$ cat config.mk
export PLATFORM = sky130hd
export DESIGN_NAME = tpw_timer
export DESIGN_NICKNAME = d
export VERILOG_FILES = /design/src/core/tpw_pkg.sv /design/src/core/tpw_sync2.sv /design/src/core/tpw_tick_gen.sv /design/src/core/tpw_timer.sv
export VERILOG_INCLUDE_DIRS = /design/src /design/src/core
export SDC_FILE = /design/constraint.sdc
export NUM_CORES = 1
export LEC_CHECK = 0
export ABC_AREA = 1
export BUFFER_PORTS_ARGS = -buffer_cell sky130_fd_sc_hd__clkbuf_2
export CAP_MARGIN = 40
export CORE_ASPECT_RATIO = 1.25
export CORE_MARGIN = 4
export CORE_UTILIZATION = 51
export DETAILED_ROUTE_END_ITERATION = 7
export PLACE_DENSITY = 0.74
export SLEW_MARGIN = 25
export SYNTH_ARGS = -nofsm -noshare
export SYNTH_HDL_FRONTEND = slang
export SYNTH_SLANG_ARGS = --single-unit
$ cat constraint.sdc
create_clock -name hclk -period 1.6 [get_ports hclk]
set_input_delay 0.16 -clock hclk [delete_from_list [all_inputs] [get_ports hclk]]
set_output_delay 0.16 -clock hclk [all_outputs]
set_load 0.005 [all_outputs]
$ cat src/core/tpw_regs.svh
// Register offsets, field positions, reset values and tick constants of the PWM timer.
`ifndef TPW_REGS_SVH
`define TPW_REGS_SVH

// ********************************************************************
// Register byte offsets, one byte per aligned 32-bit word
// ********************************************************************
`define TPW_ADDR_W         8
`define TPW_OFS_CTRL1      8'h00
`define TPW_OFS_CTRL2      8'h04
`define TPW_OFS_FLAGS      8'h08
`define TPW_OFS_CMP1_HI    8'h0C
`define TPW_OFS_CMP1_LO    8'h10
`define TPW_OFS_CMP2_HI    8'h14
`define TPW_OFS_CMP2_LO    8'h18
`define TPW_OFS_CNT_HI     8'h1C
`define TPW_OFS_CNT_LO     8'h20
`define TPW_OFS_ACNT_HI    8'h24
`define TPW_OFS_ACNT_LO    8'h28
`define TPW_OFS_CAP1_HI    8'h2C
`define TPW_OFS_CAP1_LO    8'h30
`define TPW_OFS_CAP2_HI    8'h34
`define TPW_OFS_CAP2_LO    8'h38

// ********************************************************************
// Field positions of timer_control_one
// ********************************************************************
`define TPW_C1_CAP_IE      7
`define TPW_C1_MATCH_IE    6
`define TPW_C1_OVF_IE      5
`define TPW_C1_FORCE2      4
`define TPW_C1_FORCE1      3
`define TPW_C1_LVL2        2
`define TPW_C1_EDGE1       1
`define TPW_C1_LVL1        0

// ********************************************************************
// Field positions of timer_control_two (flag bit positions are set in the timer core)
// ********************************************************************
`define TPW_C2_OE1         7
`define TPW_C2_OE2         6
`define TPW_C2_SHOT        5
`define TPW_C2_PWM         4
`define TPW_C2_CC_HI       3
`define TPW_C2_CC_LO       2
`define TPW_C2_EDGE2       1
`define TPW_C2_EXT_EDGE    0

// ********************************************************************
// Reset values and tick selection codes
// ********************************************************************
`define TPW_CTRL_RST       8'h00
`define TPW_CMP_RST        16'h8000
`define TPW_CNT_RST        16'hFFFC
`define TPW_CNT_MAX        16'hFFFF
`define TPW_SHOT_CAP_VAL   16'hFFFD
`define TPW_CC_DIV4        2'b00
`define TPW_CC_DIV2        2'b01
`define TPW_CC_DIV8        2'b10
`define TPW_CC_EXT         2'b11
`define TPW_DIV2_MASK      3'b001
`define TPW_DIV4_MASK      3'b011
`define TPW_DIV8_MASK      3'b111

`endif

$ cat src/core/tpw_pkg.sv
// Types shared by the PWM timer modules.
package tpw_pkg;

	// State of the two-flop synchroniser.
	typedef struct packed {
		logic meta;
		logic q;
	} tpw_sync_st_t;

	// State of the tick generator.
	typedef struct packed {
		logic [2:0] div;
		logic       ext_q;
		logic       tick;
	} tpw_tick_st_t;

	// State of the timer core.
	typedef struct packed {
		logic [7:0]  ctrl1;
		logic [7:0]  ctrl2;
		logic [15:0] cmp1;
		logic [15:0] cmp2;
		logic        inh1;
		logic        inh2;
		logic [15:0] cnt;
		logic [15:0] cap1;
		logic [15:0] cap2;
		logic [4:0]  flag;
		logic [4:0]  clr_arm;
		logic        pin1;
		logic        pin2;
		logic        cap1_q;
		logic        cap2_q;
		logic        halt_arm1;
		logic        halt_arm2;
		logic        halt_q;
		logic        dph_wr;
		logic [7:0]  dph_addr;
		logic [7:0]  rdata;
	} tpw_core_st_t;

endpackage : tpw_pkg

$ cat src/core/tpw_sync2.sv
// Two-flop synchroniser for one pin level.
`timescale 1ns/1ns
`default_nettype none

module tpw_sync2 (
	// Clock and reset.
	input  wire logic hclk,
	input  wire logic hresetn,
	// Asynchronous level in, synchronised level out.
	input  wire logic async_in,
	output logic      sync_out
);

	tpw_pkg::tpw_sync_st_t s_r;
	tpw_pkg::tpw_sync_st_t s_nxt;

	// The first stage feeds only the second stage.
	always_comb begin
		s_nxt      = s_r;
		s_nxt.meta = async_in;
		s_nxt.q    = s_r.meta;
	end

	// State register.
	always_ff @(posedge hclk or negedge hresetn) begin
		if (!hresetn) begin
			s_r <= '0;
		end else begin
			s_r <= s_nxt;
		end
	end

	assign sync_out = s_r.q;

endmodule : tpw_sync2
`default_nettype wire

$ cat src/core/tpw_tick_gen.sv
// Timer tick generator: CPU clock divided by 2, 4 or 8, or external clock edges.
`timescale 1ns/1ns
`default_nettype none
`include "tpw_regs.svh"

module tpw_tick_gen #(
	parameter bit HAS_EXT_CLK = 1'b1
) (
	// Clock and reset.
	input  wire logic       hclk,
	input  wire logic       hresetn,
	// Control.
	input  wire logic       run,
	input  wire logic [1:0] tick_source_select,
	input  wire logic       ext_rise,
	input  wire logic       ext_lvl,
	// One-cycle tick pulse.
	output logic            tick
);

	tpw_pkg::tpw_tick_st_t s_r;
	tpw_pkg::tpw_tick_st_t s_nxt;

	// The divider runs freely; the selected mask decides which count fires a tick.
	always_comb begin
		logic ext_edge;
		ext_edge      = 1'b0;
		s_nxt         = s_r;
		s_nxt.div     = s_r.div + 3'd1;
		s_nxt.ext_q   = ext_lvl;
		ext_edge      = ext_rise ? (ext_lvl & ~s_r.ext_q) : (~ext_lvl & s_r.ext_q);
		unique case (tick_source_select)
			`TPW_CC_DIV4: s_nxt.tick = run && ((s_r.div & `TPW_DIV4_MASK) == `TPW_DIV4_MASK);
			`TPW_CC_DIV2: s_nxt.tick = run && ((s_r.div & `TPW_DIV2_MASK) == `TPW_DIV2_MASK);
			`TPW_CC_DIV8: s_nxt.tick = run && ((s_r.div & `TPW_DIV8_MASK) == `TPW_DIV8_MASK);
			`TPW_CC_EXT:  s_nxt.tick = run && HAS_EXT_CLK && ext_edge;
		endcase
	end

	// State register.
	always_ff @(posedge hclk or negedge hresetn) begin
		if (!hresetn) begin
			s_r <= '0;
		end else begin
			s_r <= s_nxt;
		end
	end

	assign tick = s_r.tick;

endmodule : tpw_tick_gen
`default_nettype wire

$ cat src/core/tpw_timer.sv
// PWM timer core: AHB-Lite registers, counter, compare, capture, flags and interrupt.
// Summary of operation
// - PWM period match reloads counter FFFCh
// - PWM first match drives first level
// - PWM period match drives second level
// - High pulse equals period minus first
// - Equal levels give constant pin
// - High byte write suspends compare
// - PWM never sets match flags
// - PWM period match sets first capture
// - PWM disconnects first capture input
// - PWM wins over single-shot mode
// - Wait keeps running; irq wakes
// - Halt freezes counter, resumes after
// - Halt capture edge arms, completes at exit
// - One shared irq, gated, no halt wake
// - Bit 7 enables capture flag irq
// - Bit 6 enables match flag irq
// - Bit 5 enables overflow flag irq
// - Bit 4 forces second level out
// - Bit 3 forces first level out
// - Bit 2 second level routing
// - Bit 1 selects first capture edge
// - Bit 0 first level on match
// - Compare value N gives N+5 ticks
// - Clock select picks tick source
// - Control two bit 4 enables PWM
// - Flag clear: status read, low access
`timescale 1ns/1ns
`default_nettype none
`include "tpw_regs.svh"

module tpw_timer #(
	parameter bit HAS_EXT_CLK = 1'b1,
	parameter int CNT_W       = 16
) (
	// AHB-Lite clock and reset.
	input  wire logic        hclk,
	input  wire logic        hresetn,
	// AHB-Lite slave.
	input  wire logic        hsel,
	input  wire logic [31:0] haddr,
	input  wire logic [1:0]  htrans,
	input  wire logic        hwrite,
	input  wire logic [2:0]  hsize,
	input  wire logic [31:0] hwdata,
	input  wire logic        hready,
	output logic      [31:0] hrdata,
	output logic             hreadyout,
	output logic             hresp,
	// Timer pins.
	input  wire logic        ext_clk_pin,
	input  wire logic        first_capture_pin,
	input  wire logic        second_capture_pin,
	output logic             first_compare_pin,
	output logic             first_compare_pin_oe,
	output logic             second_compare_pin,
	output logic             second_compare_pin_oe,
	// CPU power and interrupt interface.
	input  wire logic        cpu_irq_mask,
	input  wire logic        cpu_wait,
	input  wire logic        cpu_halt,
	output logic             timer_irq,
	output logic             wait_wake
);

	// ********************************************************************
	// Elaboration checks
	// ********************************************************************
	if (CNT_W != 16) begin : g_bad_width
		$error("tpw_timer only supports a 16-bit counter");
	end

	// Flag vector positions, also their bit positions in the status byte minus three.
	localparam int F_SECOND_MATCH_FLAG = 0;
	localparam int F_SECOND_CAPTURE_FLAG = 1;
	localparam int F_TOF  = 2;
	localparam int F_FIRST_MATCH_FLAG = 3;
	localparam int F_FIRST_CAPTURE_FLAG = 4;

	tpw_pkg::tpw_core_st_t s_r;
	tpw_pkg::tpw_core_st_t s_nxt;

	logic ext_lvl;
	logic cap1_lvl;
	logic cap2_lvl;
	logic tick;

	// ********************************************************************
	// Pin synchronisers and tick source
	// ********************************************************************
	tpw_sync2 u_sync_ext (
		.hclk     (hclk),
		.hresetn  (hresetn),
		.async_in (ext_clk_pin),
		.sync_out (ext_lvl)
	);
	tpw_sync2 u_sync_cap1 (
		.hclk     (hclk),
		.hresetn  (hresetn),
		.async_in (first_capture_pin),
		.sync_out (cap1_lvl)
	);
	tpw_sync2 u_sync_cap2 (
		.hclk     (hclk),
		.hresetn  (hresetn),
		.async_in (second_capture_pin),
		.sync_out (cap2_lvl)
	);

	// Halt gates the tick off, so the counter freezes with its value kept.
	tpw_tick_gen #(
		.HAS_EXT_CLK (HAS_EXT_CLK)
	) u_tick (
		.hclk               (hclk),
		.hresetn            (hresetn),
		.run                (~cpu_halt),
		.tick_source_select (s_r.ctrl2[`TPW_C2_CC_HI:`TPW_C2_CC_LO]),
		.ext_rise           (s_r.ctrl2[`TPW_C2_EXT_EDGE]),
		.ext_lvl            (ext_lvl),
		.tick               (tick)
	);

	// ********************************************************************
	// Decoded events
	// ********************************************************************
	logic       acc;
	logic       rd_acc;
	logic [7:0] a_ofs;
	logic       pwm_mode;
	logic       shot_mode;
	logic       cnt_tick;
	logic       match1;
	logic       match2;
	logic       edge1;
	logic       edge2;
	logic       halt_exit;
	logic       cnt_wr;

	// Address phase is accepted only for an active, selected, ready transfer.
	assign acc       = hsel && hready && htrans[1];
	assign rd_acc    = acc && !hwrite;
	assign a_ofs     = haddr[7:0];
	assign pwm_mode  = s_r.ctrl2[`TPW_C2_PWM];
	assign shot_mode = s_r.ctrl2[`TPW_C2_SHOT] && !pwm_mode;
	assign cnt_tick  = tick && !cpu_halt;
	// A written high byte keeps its compare off until the low byte follows.
	assign match1    = cnt_tick && (s_r.cnt == s_r.cmp1) && !s_r.inh1;
	assign match2    = cnt_tick && (s_r.cnt == s_r.cmp2) && !s_r.inh2;
	// First capture input is ignored entirely while PWM runs.
	assign edge1     = !pwm_mode && (s_r.ctrl1[`TPW_C1_EDGE1] ?
		(cap1_lvl && !s_r.cap1_q) : (!cap1_lvl && s_r.cap1_q));
	assign edge2     = s_r.ctrl2[`TPW_C2_EDGE2] ? (cap2_lvl && !s_r.cap2_q) :
		(!cap2_lvl && s_r.cap2_q);
	assign halt_exit = s_r.halt_q && !cpu_halt;
	assign cnt_wr    = s_r.dph_wr &&
		(s_r.dph_addr == `TPW_OFS_CNT_LO || s_r.dph_addr == `TPW_OFS_ACNT_LO);

	// ********************************************************************
	// Next-state logic
	// ********************************************************************
	always_comb begin
		logic [4:0] set;
		logic [4:0] lo_acc;
		logic [7:0] rd;
		set    = '0;
		lo_acc = '0;
		rd     = '0;
		s_nxt  = s_r;

		// Bus data phase: writes land one cycle after the address phase.
		s_nxt.dph_wr   = acc && hwrite;
		s_nxt.dph_addr = a_ofs;
		if (s_r.dph_wr) begin
			unique case (s_r.dph_addr)
				`TPW_OFS_CTRL1:   s_nxt.ctrl1 = hwdata[7:0];
				`TPW_OFS_CTRL2:   s_nxt.ctrl2 = hwdata[7:0];
				`TPW_OFS_CMP1_HI: begin
					s_nxt.cmp1[15:8] = hwdata[7:0];
					s_nxt.inh1       = 1'b1;
				end
				`TPW_OFS_CMP1_LO: begin
					s_nxt.cmp1[7:0] = hwdata[7:0];
					s_nxt.inh1      = 1'b0;
				end
				`TPW_OFS_CMP2_HI: begin
					s_nxt.cmp2[15:8] = hwdata[7:0];
					s_nxt.inh2       = 1'b1;
				end
				`TPW_OFS_CMP2_LO: begin
					s_nxt.cmp2[7:0] = hwdata[7:0];
					s_nxt.inh2      = 1'b0;
				end
				default: ;
			endcase
		end

		// Read data are sampled at the address phase, so no wait state is needed.
		unique case (a_ofs)
			`TPW_OFS_CTRL1:   rd = s_r.ctrl1;
			`TPW_OFS_CTRL2:   rd = s_r.ctrl2;
			`TPW_OFS_FLAGS:   rd = {s_r.flag, 3'b000};
			`TPW_OFS_CMP1_HI: rd = s_r.cmp1[15:8];
			`TPW_OFS_CMP1_LO: rd = s_r.cmp1[7:0];
			`TPW_OFS_CMP2_HI: rd = s_r.cmp2[15:8];
			`TPW_OFS_CMP2_LO: rd = s_r.cmp2[7:0];
			`TPW_OFS_CNT_HI:  rd = s_r.cnt[15:8];
			`TPW_OFS_CNT_LO:  rd = s_r.cnt[7:0];
			`TPW_OFS_ACNT_HI: rd = s_r.cnt[15:8];
			`TPW_OFS_ACNT_LO: rd = s_r.cnt[7:0];
			`TPW_OFS_CAP1_HI: rd = s_r.cap1[15:8];
			`TPW_OFS_CAP1_LO: rd = s_r.cap1[7:0];
			`TPW_OFS_CAP2_HI: rd = s_r.cap2[15:8];
			`TPW_OFS_CAP2_LO: rd = s_r.cap2[7:0];
			default:          rd = 8'h00;
		endcase
		if (rd_acc) begin
			s_nxt.rdata = rd;
		end

		// Low-byte accesses of either direction finish a flag clear.
		if (acc) begin
			lo_acc[F_FIRST_MATCH_FLAG] = (a_ofs == `TPW_OFS_CMP1_LO);
			lo_acc[F_SECOND_MATCH_FLAG] = (a_ofs == `TPW_OFS_CMP2_LO);
			lo_acc[F_FIRST_CAPTURE_FLAG] = (a_ofs == `TPW_OFS_CAP1_LO);
			lo_acc[F_SECOND_CAPTURE_FLAG] = (a_ofs == `TPW_OFS_CAP2_LO);
			lo_acc[F_TOF]  = (a_ofs == `TPW_OFS_CNT_LO);
		end

		// Free-running counter; the reload to FFFCh gives a period of N+5 ticks.
		s_nxt.halt_q = cpu_halt;
		if (cnt_wr) begin
			s_nxt.cnt = `TPW_CNT_RST;
		end else if (shot_mode && edge1 && !cpu_halt) begin
			s_nxt.cnt = `TPW_CNT_RST;
		end else if (cnt_tick) begin
			if (pwm_mode && match2) begin
				s_nxt.cnt = `TPW_CNT_RST;
			end else begin
				s_nxt.cnt = s_r.cnt + 16'h0001;
			end
		end
		set[F_TOF] = cnt_tick && (s_r.cnt == `TPW_CNT_MAX);

		// Compare outputs by mode; equal levels simply rewrite the same value.
		if (pwm_mode) begin
			// Match flags stay untouched here, so no compare irq can arise.
			if (match1) begin
				s_nxt.pin1 = s_r.ctrl1[`TPW_C1_LVL1];
			end
			if (match2) begin
				s_nxt.pin1     = s_r.ctrl1[`TPW_C1_LVL2];
				set[F_FIRST_CAPTURE_FLAG]    = 1'b1;
			end
		end else if (shot_mode) begin
			if (edge1 && !cpu_halt) begin
				s_nxt.pin1  = s_r.ctrl1[`TPW_C1_LVL2];
				s_nxt.cap1  = `TPW_SHOT_CAP_VAL;
				set[F_FIRST_CAPTURE_FLAG] = 1'b1;
			end
			if (match1) begin
				s_nxt.pin1 = s_r.ctrl1[`TPW_C1_LVL1];
			end
			set[F_SECOND_MATCH_FLAG] = match2;
		end else begin
			if (match1) begin
				s_nxt.pin1  = s_r.ctrl1[`TPW_C1_LVL1];
				set[F_FIRST_MATCH_FLAG] = 1'b1;
			end
			if (match2) begin
				s_nxt.pin2  = s_r.ctrl1[`TPW_C1_LVL2];
				set[F_SECOND_MATCH_FLAG] = 1'b1;
			end
			// Forcing copies the level without a match and sets no flag.
			if (s_r.ctrl1[`TPW_C1_FORCE1]) begin
				s_nxt.pin1 = s_r.ctrl1[`TPW_C1_LVL1];
			end
			if (s_r.ctrl1[`TPW_C1_FORCE2]) begin
				s_nxt.pin2 = s_r.ctrl1[`TPW_C1_LVL2];
			end
		end

		// Input captures; during halt an edge only arms the capture.
		s_nxt.cap1_q = cap1_lvl;
		s_nxt.cap2_q = cap2_lvl;
		if (cpu_halt) begin
			s_nxt.halt_arm1 = s_r.halt_arm1 || (edge1 && !shot_mode);
			s_nxt.halt_arm2 = s_r.halt_arm2 || edge2;
		end else begin
			if (edge1 && !shot_mode) begin
				s_nxt.cap1  = s_r.cnt;
				set[F_FIRST_CAPTURE_FLAG] = 1'b1;
			end
			if (edge2) begin
				s_nxt.cap2  = s_r.cnt;
				set[F_SECOND_CAPTURE_FLAG] = 1'b1;
			end
			if (halt_exit && s_r.halt_arm1) begin
				s_nxt.cap1  = s_r.cnt;
				set[F_FIRST_CAPTURE_FLAG] = 1'b1;
			end
			if (halt_exit && s_r.halt_arm2) begin
				s_nxt.cap2  = s_r.cnt;
				set[F_SECOND_CAPTURE_FLAG] = 1'b1;
			end
			s_nxt.halt_arm1 = 1'b0;
			s_nxt.halt_arm2 = 1'b0;
		end

		// Two-step clear; a new event in the clearing cycle wins.
		for (int i = 0; i < 5; i++) begin
			if (rd_acc && a_ofs == `TPW_OFS_FLAGS && s_r.flag[i]) begin
				s_nxt.clr_arm[i] = 1'b1;
			end else if (lo_acc[i]) begin
				s_nxt.clr_arm[i] = 1'b0;
			end
			s_nxt.flag[i] = set[i] || (s_r.flag[i] && !(s_r.clr_arm[i] && lo_acc[i]));
		end
	end

	// ********************************************************************
	// State register
	// ********************************************************************
	always_ff @(posedge hclk or negedge hresetn) begin
		if (!hresetn) begin
			s_r       <= '0;
			s_r.ctrl1 <= `TPW_CTRL_RST;
			s_r.ctrl2 <= `TPW_CTRL_RST;
			s_r.cmp1  <= `TPW_CMP_RST;
			s_r.cmp2  <= `TPW_CMP_RST;
			s_r.cnt   <= `TPW_CNT_RST;
		end else begin
			s_r <= s_nxt;
		end
	end

	// ********************************************************************
	// Outputs
	// ********************************************************************
	logic irq_req;

	// One line for all events; the CPU mask blocks it and halt is never woken.
	assign irq_req = (s_r.ctrl1[`TPW_C1_CAP_IE] &&
			(s_r.flag[F_FIRST_CAPTURE_FLAG] || s_r.flag[F_SECOND_CAPTURE_FLAG])) ||
		(s_r.ctrl1[`TPW_C1_MATCH_IE] &&
			(s_r.flag[F_FIRST_MATCH_FLAG] || s_r.flag[F_SECOND_MATCH_FLAG])) ||
		(s_r.ctrl1[`TPW_C1_OVF_IE] && s_r.flag[F_TOF]);
	assign timer_irq = irq_req && !cpu_irq_mask;
	// Wait does not gate the tick, so only the wake needs logic.
	assign wait_wake = timer_irq && cpu_wait;

	assign hrdata                = {24'h0000_00, s_r.rdata};
	assign hreadyout             = 1'b1;
	assign hresp                 = 1'b0;
	assign first_compare_pin     = s_r.pin1;
	assign first_compare_pin_oe  = s_r.ctrl2[`TPW_C2_OE1];
	assign second_compare_pin    = s_r.pin2;
	assign second_compare_pin_oe = s_r.ctrl2[`TPW_C2_OE2];

	// ********************************************************************
	// Assertions
	// ********************************************************************
	chk_pwm_reload: assert property (@(posedge hclk) disable iff (!hresetn)
		(pwm_mode && match2 && !cnt_wr) |=> (s_r.cnt == 16'hFFFC))
		else $error("PWM period match did not reload counter");
	chk_pwm_first_lvl: assert property (@(posedge hclk) disable iff (!hresetn)
		(pwm_mode && match1 && !match2) |=> (s_r.pin1 == $past(s_r.ctrl1[0])))
		else $error("PWM first match did not drive first level");
	chk_pwm_second_lvl: assert property (@(posedge hclk) disable iff (!hresetn)
		(pwm_mode && match2) |=> (s_r.pin1 == $past(s_r.ctrl1[2])))
		else $error("PWM period match did not drive second level");
	chk_pwm_no_match: assert property (@(posedge hclk) disable iff (!hresetn)
		(pwm_mode && !s_r.flag[F_FIRST_MATCH_FLAG] && !s_r.flag[F_SECOND_MATCH_FLAG]) |=>
		(!s_r.flag[F_FIRST_MATCH_FLAG] && !s_r.flag[F_SECOND_MATCH_FLAG]))
		else $error("Match flag set in PWM mode");
	chk_pwm_cap_flag: assert property (@(posedge hclk) disable iff (!hresetn)
		(pwm_mode && match2) |=> s_r.flag[F_FIRST_CAPTURE_FLAG])
		else $error("PWM period match did not set capture flag");
	chk_high_inhibit: assert property (@(posedge hclk) disable iff (!hresetn)
		(s_r.dph_wr && s_r.dph_addr == `TPW_OFS_CMP1_HI) |=> (s_r.inh1 && !match1))
		else $error("Compare not suspended after high byte write");
	chk_irq_masked: assert property (@(posedge hclk) disable iff (!hresetn)
		cpu_irq_mask |-> !timer_irq)
		else $error("Interrupt raised while CPU mask set");
	chk_halt_freeze: assert property (@(posedge hclk) disable iff (!hresetn)
		(cpu_halt && !cnt_wr) |=> (s_r.cnt == $past(s_r.cnt)))
		else $error("Counter moved during halt");

endmodule : tpw_timer
`default_nettype wire

==> results of run 1 <==
==> sequential cells by signal (all words and copies together), names as in the netlist <==
name / cells
hrdata: 8
u_sync_cap1.sync_out: 1
u_sync_ext.s_nxt: 1
second_compare_pin: 1
second_compare_pin_oe: 1
u_tick.s_r: 4
u_tick.tick: 1
u_sync_cap2.sync_out: 1
u_sync_cap2.s_nxt: 1
first_compare_pin: 1
s_r: 119
u_sync_cap1.s_nxt: 1
first_compare_pin_oe: 1
u_sync_ext.sync_out: 1
pwm_mode: 1
==> critical path, delay by kind of cell, from the launching register on <==
family,cells,cell delay (ns)
simple gates,6,0.62
compound gates,1,0.11
flops,1,0.56
buf+inv,3,0.50
==> routing by layer <==
| metal | up-vias | GRT usage [%] | routed length (microns) |
|---|---|---|---|
| met5 | - | 0 | 0 |
| met4 | 0 | 11.67 | 908 |
| met3 | 69 | 4.790 | 1924 |
| met2 | 344 | 46.07 | 11210 |
| met1 | 3403 | 38.18 | 9096 |
| li1 | 3384 | - | - |
==> final timing paths <==
kind,start,endpoint,slack (ns),cells after the start
worst min register to register,u_sync_cap1.s_nxt[0],u_sync_cap1.sync_out,0.35,0
worst min-delay path,haddr[5],s_r[13],0.05,2
worst max-delay path,s_r[73],s_r[69],-0.28,10
worst max register to register,s_r[73],s_r[69],-0.28,10
min in group asynchronous,hresetn,s_r[47],0.07,2
max in group asynchronous,hresetn,s_r[115],0.86,3
==> layout by cell type, fill, tap and decap left out, types with 3 or more instances in the layout <==
cell and n:
conb_1 26, xor2_1 4, o22ai_1 12, dfrtp_1 125
inv_2 16, buf_4 125, nor3_1 13, o21ai_2 4
inv_8 4, inv_6 3, o21ai_1 9, nand2_1 298
a22oi_1 5, buf_12 7, nor3_2 3, a22o_1 3
dlygate4sd3_1 13, a21oi_1 11, a22oi_2 8, nor2_4 4
nand3_2 10, nand2_2 10, nor2_1 71, nor2_2 7
inv_1 93, xnor2_1 7, dfstp_2 16, clkbuf_16 18
ha_1 3, clkbuf_2 40, nor3_4 4, buf_6 5
nand4_1 11, nand3_1 38, o21ai_0 92, nand3_4 3
clkinv_8 7
==> report_power, final <==
part	internal [mW]	switching, mW
clock	2.13	1.88
combinational	1.59	1.88
sequential	4.07	0.389
==> logic make-up (layout without fill, tap and decap cells) <==
logic type / after synthesis / in the layout / synth area share (%)
and+or+nand+nor: 483 / 483 / 27.84
DFF: 143 / 143 / 48.52
AOI/OAI and AO/OA: 151 / 151 / 11.15
buffers and inverters: 163 / 335 / 10.46
other: 2 / 26 / 0.1013
xor gates and xnor gates: 12 / 12 / 1.417
adders and majority gates: 3 / 3 / 0.5062
==> layout make-up <==
class	count	area share, %
Clock buffer	17	4.368
Clock inverter	15	1.991
Timing Repair Buffer	193	15.51
Multi-Input combinational cell	675	34.60
Sequential cell	143	36.97
Inverter	110	4.278
Tap cell	178	2.287
==> what timing repair did <==
item                                   in CTS  in global routing
setup endpoints to repair                  29                 68
buffers inserted                            9                  6
hold buffers                               13                  0
endpoints found under the hold margin     141                  0
pin swaps                                   4                 11
gates resized for setup                    19                 48
cloned                                      0                  2
==> key figures, run 1 <==
Placed design
  • Pre-CTS setup slack: -0.2086 ns
  • Placed cell count: 1270
  • IO Port Bufs: 41
  • Placed wire-length estimate: 17000 microns
  • Placer congestion estimate: 0.9799
  • Post-place instance area: 8621 sq um

Critical path
  • Crit-path cells: clkinvlp_4 -> buf_4 -> o21ai_1 -> nor2_1 -> nand2_1 -> nor2_4 -> nand4_4 -> nor2b_4 -> buf_12 -> nand3_1
  • Crit path DAT: 2.23 ns
  • Crit. End Element: flip-flop
  • Slowest cell on the critical path: dfstp_2
  • CP max stage delay: 0.56 ns
  • Worst EP required: 1.95 ns
  • WS Path Type: flip-flop to flip-flop
  • Crit-path max FO: 11
  • CP Launch Type: flip-flop

Synth
  • Yosys cell types: 42
  • Yosys reg bits: 143
  • Syn avg cell area: 7.749 sq um
  • EDFF count, synth: 0
  • Synth area leader: dfrtp_1
  • Synth top area share: 42.85%
  • Post-synthesis sequential area ratio: 48.52%
  • Top area cells in the synthesized netlist: dfrtp_1, nand2_1, o21ai_0
  • Ys async rst share: 100.0%
  • Syn Std Cell Area: 7416 sq um
  • Most frequent cell after synthesis: nand2_1
  • Ys flop type: dfrtp_1
  • Ys Warns: 0
  • Commonest cells post-synth: nand2_1, dfrtp_1, o21ai_0
  • Cell count after synthesis: 957

Route
  • First-pass DRT Iterations: 5
  • Routed len/inst: 17.39 microns
  • Via count: 7200
  • WL final: 23140 microns
  • Final ANT Viol Nets: 0
  • DRC: 0
  • Starting DRT DRC Count: 750
  • DR vias/cell: 5.409

STA
  • Min Tclk post-route: 1.878 ns
  • TNS Setup: -4.709 ns
  • Hold_ws: 0.05296 ns
  • Final Skew: 0.01196 ns
  • Rel. slew slack: 52.90%
  • # setup viols final: 22
  • Final worst slack: -0.2782 ns
  • Max Slew Vio Count: 0
  • Fin. Hold Viols: 0
  • Achievable Freq: 0.5324 GHz
  • RSZ-0062 raised after global routing: yes
  • Worst-Margin Slew: 0.7039 ns
  • Fin crit share: 117.4%

Clocking
  • Clock insertion delay at the later pin of the skew report: 0.43 ns
  • Max clock buf depth: 2
  • CTS clk-pin slew, worst paths: 0.07 ns
  • Total CTS buffers: 17
  • CTS tree: done
  • H-tree depth: 4
  • Root Buffer: clkbuf_16
  • CTS sink cnt: 143

Floorplan
  • Die W: 115.9 microns
  • FP Rows: 49
  • Initial Utilization: 51.69%
  • Io pins: 120
  • Core area: 14350 sq um
  • Die area: 16550 sq um
  • Die height: 142.8 microns

Final layout
  • Multi-input gate area: 3369 sq um
  • Antenna cells: 0
  • Post-route insts no fill: 1331
  • Share of cells above drive strength 1: 26.89%
  • Area grow syn2layout: 31.33%
  • Post-layout net count: 1223
  • Register area: 3601 sq um
  • Final Util: 67.89%
  • Post-Layout Inst Area: 9739 sq um
  • FILL cells: 1153

Global route
  • Antenna violations before repair: 0
  • Largest net degree at the start of global routing: 88
  • GRT Total Usage: 28.53%
  • Global route overflow: 0
  • Vias in the first global route: 6796
  • First-pass GRT wire length: 36250 microns

Power and ir drop
  • PD cells: 1225 nW/um^2
  • Final Total Pwr: 11.93 mW
  • Peak supply drop: 0.0009793 V
  • Leakage power: 5.287 nW

Min path
  • Min-Delay Path Class: primary input to flip-flop

Status
  • Violated checks: setup timing
  • Run status: finished, violations left

Flow run
  • Max-Cap Viols: 0
Note: power is estimated with default switching activity, not from simulation.
==> run 2, diff against run 1 <==
--- a/config.mk
+++ b/config.mk
@@ -14,6 +14,7 @@
 export CORE_UTILIZATION = 51
 export DETAILED_ROUTE_END_ITERATION = 7
 export PLACE_DENSITY = 0.74
+export SETUP_SLACK_MARGIN = 0.15
 export SLEW_MARGIN = 25
 export SYNTH_ARGS = -nofsm -noshare
 export SYNTH_HDL_FRONTEND = slang
==> key figures, run 2 (synthesis results as in run 1) <==
Final layout
  • Antenna cells: 0
  • Max FFs per register: 119
  • Biggest register: s_r
  • Area grow syn2layout: 55.07%
  • Final Util: 80.16%
  • Most frequent cells in the layout: nand2_1, buf_4, dfrtp_1
  • Share of cells above drive strength 1: 45.12%
  • Most common cell after layout, fill and taps aside: nand2_1
  • Post-layout net count: 1278

Floorplan
  • FP Rows: 49
  • Initial Utilization: 51.69%
  • Die height: 142.8 microns
  • Io pins: 120
  • Core area: 14350 sq um
  • Die area: 16550 sq um
  • Die W: 115.9 microns

Clocking
  • Root Buffer: clkbuf_16
  • H-tree depth: 4
  • Clock insertion delay at the later pin of the skew report: 0.43 ns
  • CTS clk-pin slew, worst paths: 0.06 ns
  • Total CTS buffers: 17
  • CTS sink cnt: 143
  • CTS tree: done
  • Max clock buf depth: 2

Power and ir drop
  • Peak supply drop: 0.001005 V
  • PD cells: 1153 nW/um^2
  • Final Total Pwr: 13.26 mW
  • Leakage power: 5.876 nW

Critical path
  • Crit-path cells: inv_4 -> buf_6 -> nand2_2 -> nand4_1 -> nor2_4 -> nand3_4 -> nand2_1 -> nand2_1 -> nand2_1 -> nand2_1 -> nor2_1 -> nor2_1
  • CP Launch Type: flip-flop
  • CP top delay family: simple AND/OR/NAND/NOR gates
  • Crit path top cell by count: nand2_1
  • WS Path Type: flip-flop to flip-flop
  • CP max stage delay: 0.58 ns
  • Crit. End Element: flip-flop
  • Crit-path max FO: 5
  • CP bufs+invs: 2
  • Slowest cell on the critical path: dfstp_2
  • Worst EP required: 1.92 ns
  • Crit path DAT: 2.16 ns

Status
  • Violated checks: setup timing
  • Run status: finished, violations left

Route
  • WL final: 29440 microns
  • Final ANT Viol Nets: 0
  • First-pass DRT Iterations: 7
  • Starting DRT DRC Count: 952
  • DRC: 0
  • Routed len/inst: 21.24 microns
  • Via count: 8070
  • DR vias/cell: 5.823

STA
  • Fin. Hold Viols: 0
  • Fin crit share: 115.2%
  • Max Slew Vio Count: 0
  • Final worst slack: -0.2434 ns
  • RSZ-0062 raised after global routing: yes
  • Min Tclk post-route: 1.843 ns
  • Achievable Freq: 0.5425 GHz
  • Final Skew: 0.01126 ns
  • # setup viols final: 67

Placed design
  • Placer congestion estimate: 0.9835
  • Placed wire-length estimate: 17130 microns
  • IO Port Bufs: 41

Min path
  • Min-Delay Path Class: primary input to flip-flop

Flow run
  • Max-Cap Viols: 0

Global route
  • Global route overflow: 0
  • GRT Total Usage: 33.59%
  • Antenna violations before repair: 0
  • Largest net degree at the start of global routing: 63
  • First-pass GRT wire length: 41620 microns
  • Vias in the first global route: 7354
-- run 2: per-layer routing --
layer | vias up | track usage (%) | part of all wire [%]
li1 | 3502 | - | -
met1 | 3863 | 42.98 | 36
met2 | 563 | 55.02 | 48
met3 | 142 | 7.418 | 9.5
met4 | 0 | 14.05 | 5.8
met5 | - | 0 | 0
-- run 2: layout make-up --
| type | instances | area (sq um) |
|---|---|---|
| clock buffers | 18 | 439.2 |
| clock inverters | 14 | 205.2 |
| fillers | 875 | 2846 |
| inverters | 110 | 429.2 |
| multi-input cells | 675 | 4238 |
| flip-flops and latches | 143 | 3603 |
| well taps | 178 | 222.7 |
| repair buffers | 248 | 2362 |
-- run 2: path summary, 6_finish.rpt --
check	from	to	slack, ns	cells past startpoint
worst max-delay path	s_r[72]	first_compare_pin	-0.24	12
worst min-delay path	haddr[5]	s_r[13]	0.05	2
worst max register to register	s_r[72]	first_compare_pin	-0.24	12
worst min register to register	u_sync_cap2.s_nxt[0]	u_sync_cap2.sync_out	0.35	0
max in group asynchronous	hresetn	u_sync_cap2.s_nxt[0]	0.75	3
min in group asynchronous	hresetn	s_r[44]	0.18	2
-- run 2: stage by stage --
step | TNS [ns] | hold slack [ns] | setup slack (ns) | instance area (sq um) | cells
4_1_cts | -1.506 | 0.01718 | -0.1322 | 10600 | 1368
5_1_grt | -10.57 | 0.05148 | -0.3579 | 11500 | 1386
3_3_place_gp | -4.437 | 0.06924 | -0.2394 | 8716 | 1277
3_5_place_dp | -5.312 | 0.06903 | -0.2330 | 8716 | 1277
6_report | -6.301 | 0.04710 | -0.2434 | 11500 | 1386
2_1_floorplan | -0.04204 | -0.1356 | -0.02063 | 7606 | 981
-- run 2: what timing repair did --
item | 4_1_cts | 5_1_grt
buffers inserted | 32 | 17
hold endpoints to repair | 101 | 0
hold buffers | 14 | 0
cloned | 13 | 1
gates resized for setup | 218 | 196
setup endpoints to repair | 101 | 115
pin swaps | 41 | 63
-- run 2: power by group --
group / total (mW) / leakage, nW / switching (mW) / internal (mW)
Sequential: 4.55 / 1.53 / 0.480 / 4.07
Clock: 4.38 / 0.313 / 1.70 / 2.68
Combinational: 4.32 / 4.03 / 2.33 / 1.99
